<file path="src/togd_pkg.sv">
// Constants and types for the time-out guard control block.
// Assumes one system clock; the guard oscillator arrives as a tick input.
package togd_pkg;

  // ****************************************************************
  // Register map
  // ****************************************************************
  localparam logic [7:0] CTRL_ADDR = 8'h00;
  localparam int CE_BIT = 4;
  localparam int EN_BIT = 3;
  localparam int SEL_MSB = 2;
  localparam logic [2:0] SEL_RESET = 3'h0;
  localparam logic EN_RESET = 1'b0;
  localparam logic CE_RESET = 1'b0;

  // ****************************************************************
  // Timing
  // ****************************************************************
  localparam int CE_CYCLES = 4;
  localparam int BASE_TICKS = 16384;
  localparam int CNT_W = 22;

  // ****************************************************************
  // Types
  // ****************************************************************
  typedef enum logic [1:0] {LVL0, LVL1, LVL2} togd_level_type;

endpackage : togd_pkg

</file>
<file path="src/togd_core.sv">
// Time-out guard: control register, timed change window and counter.
// Assumes a plain register port and a one-cycle guard oscillator tick.
//
// How it works
// - Select field picks time-out of 16384 ticks doubled per step.
// - Level 0 lets any write change the time-out select field.
// - Level 1 starts disabled; a plain write of one enables it.
// - Level 1 accepts select change or disable only inside timed window.
// - Level 2 keeps the guard enabled and enable reads as one.
// - Change-enable clears itself four cycles after being set.
// - Two fuses fix the level; enabling is always allowed.
// - Counter clears on restart, while disabled and on reset.
// - Elapsed time-out without restart raises a chip reset.
//
// Decided for this implementation: the address map and the strobed register port.
`timescale 1ns/1ps
module togd_core #(
  parameter int BASE_TICKS = togd_pkg::BASE_TICKS
) (
  input wire logic i_clk,
  input wire logic i_nrst,
  input wire logic [7:0] i_addr,
  input wire logic [7:0] i_wdata,
  input wire logic i_wr,
  input wire logic i_rd,
  output logic [7:0] o_rdata,
  input wire logic i_compat_fuse,
  input wire logic i_always_on_fuse,
  input wire logic i_restart,
  input wire logic i_osc_tick,
  output logic o_chip_reset
);

  // ****************************************************************
  // Fuse capture and safety level
  // ****************************************************************
  logic fuse_ok_ff;
  logic compat_ff;
  logic always_on_ff;
  togd_pkg::togd_level_type level;

  always_ff @(posedge i_clk or negedge i_nrst)
  begin
    if (!i_nrst)
    begin
      fuse_ok_ff <= 1'b0;
      compat_ff <= 1'b0;
      always_on_ff <= 1'b0;
    end
    else if (!fuse_ok_ff)
    begin
      fuse_ok_ff <= 1'b1;
      compat_ff <= i_compat_fuse;
      always_on_ff <= i_always_on_fuse;
    end
  end

  // Always-on fuse dominates the compatibility fuse
  assign level = always_on_ff ? togd_pkg::LVL2 :
                 compat_ff ? togd_pkg::LVL0 :
                 togd_pkg::LVL1;

  // ****************************************************************
  // Register decode
  // ****************************************************************
  logic wr_hit;
  logic rd_hit;
  logic open_wr;
  logic close_wr;
  logic win_open;
  logic lvl0;
  logic lvl2;

  assign wr_hit = i_wr && (i_addr == togd_pkg::CTRL_ADDR);
  assign rd_hit = i_rd && (i_addr == togd_pkg::CTRL_ADDR);
  assign open_wr = wr_hit && i_wdata[togd_pkg::CE_BIT]
                   && i_wdata[togd_pkg::EN_BIT];
  assign close_wr = wr_hit && !open_wr;
  assign lvl0 = (level == togd_pkg::LVL0);
  assign lvl2 = (level == togd_pkg::LVL2);

  // Window closes early on any control register write that does not reopen it
  togd_win #(
    .CYCLES(togd_pkg::CE_CYCLES)
  ) u_win (
    .i_clk(i_clk),
    .i_nrst(i_nrst),
    .i_start(open_wr),
    .i_stop(close_wr),
    .o_open(win_open)
  );

  // ****************************************************************
  // Enable and time-out select
  // ****************************************************************
  logic en_ff;
  logic [2:0] sel_ff;
  logic nxt_en;
  logic [2:0] nxt_sel;
  logic en_eff;
  logic sel_ok;
  logic dis_ok;

  // Level 0 rewrites select freely, others only in the window
  assign sel_ok = lvl0 || win_open;
  // Disable needs the window and is impossible at level 2
  assign dis_ok = win_open && !lvl2;
  assign nxt_sel = (wr_hit && sel_ok) ?
                   i_wdata[togd_pkg::SEL_MSB:0] : sel_ff;
  assign nxt_en = lvl2 ? 1'b1 :
                  !wr_hit ? en_ff :
                  i_wdata[togd_pkg::EN_BIT] ? 1'b1 :
                  dis_ok ? 1'b0 : en_ff;
  assign en_eff = en_ff || lvl2;

  always_ff @(posedge i_clk or negedge i_nrst)
  begin
    if (!i_nrst)
    begin
      en_ff <= togd_pkg::EN_RESET;
      sel_ff <= togd_pkg::SEL_RESET;
    end
    else
    begin
      en_ff <= nxt_en;
      sel_ff <= nxt_sel;
    end
  end

  // ****************************************************************
  // Time-out counter
  // ****************************************************************
  logic [togd_pkg::CNT_W-1:0] cnt_ff;
  logic [togd_pkg::CNT_W-1:0] nxt_cnt;
  logic [togd_pkg::CNT_W-1:0] tmo_limit;
  logic tmo_hit;
  logic cnt_clr;
  logic chip_reset_ff;

  assign tmo_limit = togd_pkg::CNT_W'(BASE_TICKS) << sel_ff;
  assign tmo_hit = en_eff && i_osc_tick
                   && (cnt_ff == tmo_limit - togd_pkg::CNT_W'(1));
  assign cnt_clr = !en_eff || i_restart || tmo_hit;
  assign nxt_cnt = cnt_clr ? '0 :
                   i_osc_tick ? cnt_ff + togd_pkg::CNT_W'(1) : cnt_ff;

  always_ff @(posedge i_clk or negedge i_nrst)
  begin
    if (!i_nrst)
    begin
      cnt_ff <= '0;
      chip_reset_ff <= 1'b0;
    end
    else
    begin
      cnt_ff <= nxt_cnt;
      chip_reset_ff <= tmo_hit && !i_restart;
    end
  end

  assign o_chip_reset = chip_reset_ff;

  // ****************************************************************
  // Read back
  // ****************************************************************
  logic [7:0] rdata_ff;
  logic [7:0] nxt_rdata;

  // Upper bits are reserved and read as zero
  assign nxt_rdata = rd_hit ?
                     {3'h0, win_open, en_eff, sel_ff} : 8'h00;

  always_ff @(posedge i_clk or negedge i_nrst)
  begin
    if (!i_nrst)
      rdata_ff <= 8'h00;
    else
      rdata_ff <= nxt_rdata;
  end

  assign o_rdata = rdata_ff;

  // ****************************************************************
  // Checks
  // ****************************************************************
  chk_select_length: assert property (
    @(posedge i_clk) disable iff (!i_nrst)
    en_eff && i_osc_tick && !i_restart
    && (cnt_ff == (togd_pkg::CNT_W'(BASE_TICKS) << sel_ff)
        - togd_pkg::CNT_W'(1))
    |=> o_chip_reset && (cnt_ff == '0))
    else $error("time-out length does not follow select");

  chk_lvl0_select: assert property (
    @(posedge i_clk) disable iff (!i_nrst)
    fuse_ok_ff && lvl0 && wr_hit
    |=> sel_ff == $past(i_wdata[2:0]))
    else $error("level 0 select write not applied");

  chk_enable_free: assert property (
    @(posedge i_clk) disable iff (!i_nrst)
    fuse_ok_ff && wr_hit && i_wdata[togd_pkg::EN_BIT]
    |=> en_eff ##1 (en_eff || wr_hit || $past(wr_hit)))
    else $error("enable write not taken");

  chk_timed_disable: assert property (
    @(posedge i_clk) disable iff (!i_nrst)
    fuse_ok_ff && open_wr && !lvl2 ##1 !i_wr
    ##1 (wr_hit && (i_wdata[4:3] == 2'b00))
    |=> !en_eff)
    else $error("timed disable not applied");

  chk_lvl2_on: assert property (
    @(posedge i_clk) disable iff (!i_nrst)
    fuse_ok_ff && lvl2 && rd_hit |=> o_rdata[togd_pkg::EN_BIT])
    else $error("level 2 enable does not read one");

  chk_lvl2_select: assert property (
    @(posedge i_clk) disable iff (!i_nrst)
    fuse_ok_ff && lvl2 && open_wr ##1 !i_wr
    ##1 (wr_hit && !i_wdata[4])
    |=> (sel_ff == $past(i_wdata[2:0])) && en_eff)
    else $error("level 2 timed select not applied");

  chk_ce_clear: assert property (
    @(posedge i_clk) disable iff (!i_nrst)
    open_wr ##1 (!i_wr)[*4] |=> !win_open
    ##1 !o_rdata[togd_pkg::CE_BIT])
    else $error("change-enable not cleared after four cycles");

  chk_counter_clear: assert property (
    @(posedge i_clk) disable iff (!i_nrst)
    (!en_eff || i_restart) |=> cnt_ff == '0)
    else $error("counter not cleared");

  chk_reset_pulse: assert property (
    @(posedge i_clk) disable iff (!i_nrst)
    o_chip_reset |=> !o_chip_reset && (cnt_ff <= 22'h000001))
    else $error("chip reset pulse wrong");

  chk_guard_hold: assert property (
    @(posedge i_clk) disable iff (!i_nrst)
    fuse_ok_ff && $stable(level) && wr_hit && !win_open && !lvl0
    |=> $stable(sel_ff) && (en_eff || !$past(en_eff)))
    else $error("guarded state changed outside window");

  chk_sel_locked: assert property (
    @(posedge i_clk) disable iff (!i_nrst)
    fuse_ok_ff && !lvl0 && !win_open |=> $stable(sel_ff))
    else $error("select changed outside window");

  chk_enable_sticky: assert property (
    @(posedge i_clk) disable iff (!i_nrst)
    fuse_ok_ff && en_eff && !win_open |=> en_eff)
    else $error("guard disabled outside a window");

  chk_enable_write: assert property (
    @(posedge i_clk) disable iff (!i_nrst)
    fuse_ok_ff && wr_hit && i_wdata[togd_pkg::EN_BIT]
    |=> en_ff)
    else $error("enable write not stored");

  chk_lvl1_start: assert property (
    @(posedge i_clk) disable iff (!i_nrst)
    fuse_ok_ff && !$past(fuse_ok_ff) && !lvl2 |-> !en_eff)
    else $error("guard not disabled after reset");

  chk_lvl2_forced: assert property (
    @(posedge i_clk) disable iff (!i_nrst)
    fuse_ok_ff && lvl2 |=> en_ff)
    else $error("level 2 enable register not held at one");

  chk_level_fixed: assert property (
    @(posedge i_clk) disable iff (!i_nrst)
    fuse_ok_ff |=> $stable(level) && fuse_ok_ff)
    else $error("safety level changed after fuse capture");

  // ****************************************************************
  // Checks on the window and the counter
  // ****************************************************************
  chk_window_hold: assert property (
    @(posedge i_clk) disable iff (!i_nrst)
    open_wr ##1 (!i_wr)[*3] |=> win_open)
    else $error("change window closed too early");

  chk_window_close: assert property (
    @(posedge i_clk) disable iff (!i_nrst)
    win_open && close_wr |=> !win_open)
    else $error("change window left open after final write");

  chk_ce_visible: assert property (
    @(posedge i_clk) disable iff (!i_nrst)
    open_wr ##1 !i_wr ##1 rd_hit
    |=> o_rdata[togd_pkg::CE_BIT])
    else $error("open window does not read back");

  chk_count_step: assert property (
    @(posedge i_clk) disable iff (!i_nrst)
    en_eff && i_osc_tick && !i_restart && !tmo_hit
    |=> cnt_ff == $past(cnt_ff) + togd_pkg::CNT_W'(1))
    else $error("counter did not advance on a tick");

  chk_count_hold: assert property (
    @(posedge i_clk) disable iff (!i_nrst)
    en_eff && !i_osc_tick && !i_restart |=> $stable(cnt_ff))
    else $error("counter moved without a tick");

  chk_restart_block: assert property (
    @(posedge i_clk) disable iff (!i_nrst)
    i_restart |=> !o_chip_reset)
    else $error("chip reset raised despite restart");

endmodule : togd_core

</file>
<file path="src/togd_win.sv">
// Change-enable window: opens on a start pulse for a fixed cycle count.
// Assumes start and stop are synchronous single-cycle pulses.
`timescale 1ns/1ps
module togd_win #(
  parameter int CYCLES = 4
) (
  input wire logic i_clk,
  input wire logic i_nrst,
  input wire logic i_start,
  input wire logic i_stop,
  output logic o_open
);

  logic [2:0] cnt_ff;
  logic [2:0] nxt_cnt;

  assign nxt_cnt = i_start ? 3'(CYCLES) :
                   i_stop ? 3'h0 :
                   (cnt_ff != 3'h0) ? cnt_ff - 3'h1 : 3'h0;
  assign o_open = (cnt_ff != 3'h0);

  always_ff @(posedge i_clk or negedge i_nrst)
  begin
    if (!i_nrst)
      cnt_ff <= 3'h0;
    else
      cnt_ff <= nxt_cnt;
  end

endmodule : togd_win

</file>
<file path="config.mk">
export PLATFORM = sky130hd
export DESIGN_NAME = togd_core
export DESIGN_NICKNAME = d
export VERILOG_FILES = /design/src/togd_pkg.sv /design/src/togd_core.sv /design/src/togd_win.sv
export SDC_FILE = /design/constraint.sdc
export NUM_CORES = 1
export LEC_CHECK = 0
export BUFFER_PORTS_ARGS = -buffer_cell sky130_fd_sc_hd__buf_2
export CORE_UTILIZATION = 57
export CTS_CLUSTER_SIZE = 12
export DETAILED_ROUTE_END_ITERATION = 10
export GPL_ROUTABILITY_DRIVEN = 0
export PLACE_DENSITY = 0.81
export SYNTH_ARGS = -nofsm -noshare
export SYNTH_HDL_FRONTEND = slang
export SYNTH_SLANG_ARGS = --single-unit
</file>
<file path="constraint.sdc">
create_clock -name i_clk -period 3.37 [get_ports i_clk]
set_clock_uncertainty 0.2 [all_clocks]
set_input_delay 0.8425 -clock i_clk [delete_from_list [all_inputs] [get_ports i_clk]]
set_output_delay 0.8425 -clock i_clk [all_outputs]
set_load 0.01 [all_outputs]
</file>
==> qor.txt <==
R2r worst-path depth -> 7
Max Slew Vio Count -> 0
Multi-input logic area -> 979.7 um^2
Worst-path clk slew -> 0.10 ns
Arrival @ worst endpoint -> 2.42 ns
Psw -> 187.2 uW
Largest area contributor in the netlist -> dfrtp_1
Async S/R FF share, synth -> 100.0%
CP Capture Type -> flop
Vias in the first global route -> 1246
Tot Pwr -> 846.5 uW
Worst Hold Path EP -> u_win.cnt_ff[0]
Syn Inst Count -> 193
Synth warn -> 0
Worst Setup Start Kind -> primary input
Fin util -> 66.41%
ANT nets after route -> 0
WHS Path Cells -> 1
# resized after CTS -> 0
Worst-path cell chain -> buf_2 > or4_1 > nor2_1 > and2_1 > nand2_2 > mux2_1
Final nets -> 246
RR Endpoint -> cnt_ff[15]
Outcome -> finished, final reports clean
Worst Path Max Fanout -> 7
Worst-margin pin slew -> 0.8116 ns
Antenna violations before repair -> 0
Post-synth EDFFs -> 0
Count leader, synth -> dfrtp_1
Combinational share of power -> 6.8%
Clk root buf -> clkbuf_4
CTS hold repair buffers -> 0
Largest net degree at the start of global routing -> 39
Fmax achieved -> 419.1 MHz
# DRC -> 0
Seq pwr share -> 55.7%
Top Ports -> 33
Hold Crit Class -> reg -> reg
Crit Path Class -> in -> reg
DR iter-0 viols -> 68
Die height -> 61.56 um
IO Port Bufs -> 26
Fin crit period -> 2.386 ns
Gr ovfl total -> 0
Final count of hold timing violations -> 0
Top-area cell type share of the netlist area -> 47.03%
First-pass GRT wire length -> 5.658 mm
TNS Setup -> 0 ns
Pre-antenna DRT Iters -> 4
CTS max path bufs -> 2
WL/cell -> 13.95 um
Core area -> 3363 um^2
Initial Util -> 60.12%
Sw Share -> 22.11%
RSZ-0062 raised after global routing -> no
Num rows -> 21
Clk pwr share -> 37.5%
Place WS -> 0.6456 ns
Die footprint -> 3790 um^2
Setup WS post-layout -> 0.9837 ns
FILL cells -> 271
Layout Area Growth over Synthesis -> 10.46%
Syn_area_per_cell -> 10.48 um^2
Primary FF master, synth -> dfrtp_1
Post-CTS Setup Bufs -> 0
Clock latency on the worst-skew pair -> 0.35 ns
Worst VDD drop -> 0.2554 mV
Post-synthesis sequential area ratio -> 47.03%
Final WL -> 3.697 mm
DPL Wire Length -> 2.599 mm
Inserted Clock Buffers -> 5
CTS tree -> built
GRT Total Usage -> 20.92%
Worst setup path startpoint -> i_addr[1]
# setup viols final -> 0
Maxcap violations -> 0
Leak -> 0.001020 uW
Delay-heaviest family, CP -> simple AND/OR/NAND/NOR gates
Critical Path RT -> 3.40 ns
Top cells by area, synth -> dfrtp_1, xor2_1, nor3_2
Slowest-stage cell, CP -> or4_1
Register area -> 950.9 um^2
Slowest Stage Delay on Critical Path -> 0.53 ns
Area of the mapped netlist -> 2022 um^2
Post-synthesis register bit count -> 38
Final Cycle Share -> 70.81%
Vias per inst -> 5.566
WP buf/inv -> 1
Die X -> 61.56 um
Min-delay src -> u_win.cnt_ff[0]
Crit Reg-Reg Startpoint -> cnt_ff[0]
Num Clock Sinks -> 38
Reg2Reg Setup Slack -> 1.22 ns
Layout cells sized above 1 -> 26.48%
Synth cell count leaders -> dfrtp_1, xor2_1, nand2_1, nor2_1
# diodes -> 0
PD cells -> 379.0 nW/um^2
P_int -> 659.3 uW
Count of cell types in the netlist -> 45
Relative max-transition margin -> 45.89%
H-tree Lvls -> 2
DR vias -> 1475
how the worst max path moves through the flow:
stage          cells after the start         to  slack [ns]
2_1_floorplan                      6  sel_ff[0]        0.90
3_3_place_gp                       6  sel_ff[0]        0.65
3_5_place_dp                       6  sel_ff[2]        0.65
4_1_cts                            6  sel_ff[2]        1.00
5_1_grt                            6  sel_ff[1]        0.89
6_report                           6  sel_ff[0]        0.98
per-stage QoR:
stage	instance area [um^2]	std cells	hold WS, ns
detailed placement	2152	258	0.2628
global route	2233	265	0.3034
global placement	2152	258	0.2552
floorplan	2029	195	0.2332
CTS	2233	265	0.2774
finish	2233	265	0.2762
power by group through the flow:
stage / combinational (uW) / sequential, uW / clock, uW
after floorplan: 35.5 / 478 / 0
after CTS: 58.6 / 472 / 324
after global routing: 65.0 / 473 / 343
after global placement: 57.1 / 480 / 0
after detailed placement: 58.4 / 481 / 0
final: 57.4 / 472 / 317
state kept, by name, indices dropped and copies added (netlist names):
| signal | count |
|---|---|
| always_on_ff | 1 |
| compat_ff | 1 |
| o_chip_reset | 1 |
| en_ff | 1 |
| sel_ff | 3 |
| cnt_ff | 22 |
| o_rdata | 5 |
| fuse_ok_ff | 1 |
| u_win.cnt_ff | 3 |
cell type report:
| type | instances | area share [%] |
|---|---|---|
| Timing Repair Buffer | 27 | 6.162 |
| Tap cell | 46 | 2.577 |
| Multi-Input combinational cell | 140 | 43.87 |
| Sequential cell | 38 | 42.58 |
| Clock buffer | 6 | 2.297 |
| Inverter | 7 | 1.176 |
| Clock inverter | 1 | 1.345 |
placed cells by master (no fill, tap or decap), drive strengths merged, types with 6 or more instances in the layout:
cell type,count
dfrtp,38
buf,27
nor3,22
xor2,14
nand2,14
nor2,13
nand3,11
o21ai,9
inv,7
nand4,7
clkbuf,6
metal layers:
metal | share of wire (%) | wire length, um | GRT usage [%] | up-vias
li1 | - | - | - | 722
met3 | 4.2 | 157 | 6.303 | 4
met1 | 45 | 1676 | 29.03 | 713
met4 | 0.46 | 17 | 6.349 | 0
met5 | 0 | 0 | 0 | -
met2 | 50 | 1845 | 31.64 | 36
cell families (layout without fill, tap and decap cells):
group	Yosys count	after routing	synth area share [%]
buffers and inverters	17	41	4.889
adder cells (fa/ha/maj)	3	3	1.857
AND/OR/NAND/NOR	87	87	26.30
XOR/XNOR	19	19	8.230
flip-flops	38	38	47.03
other	2	4	0.3714
multiplexers	6	6	3.280
AO/OA/AOI/OAI	21	21	8.044
Power figures use the tool's default switching activity.
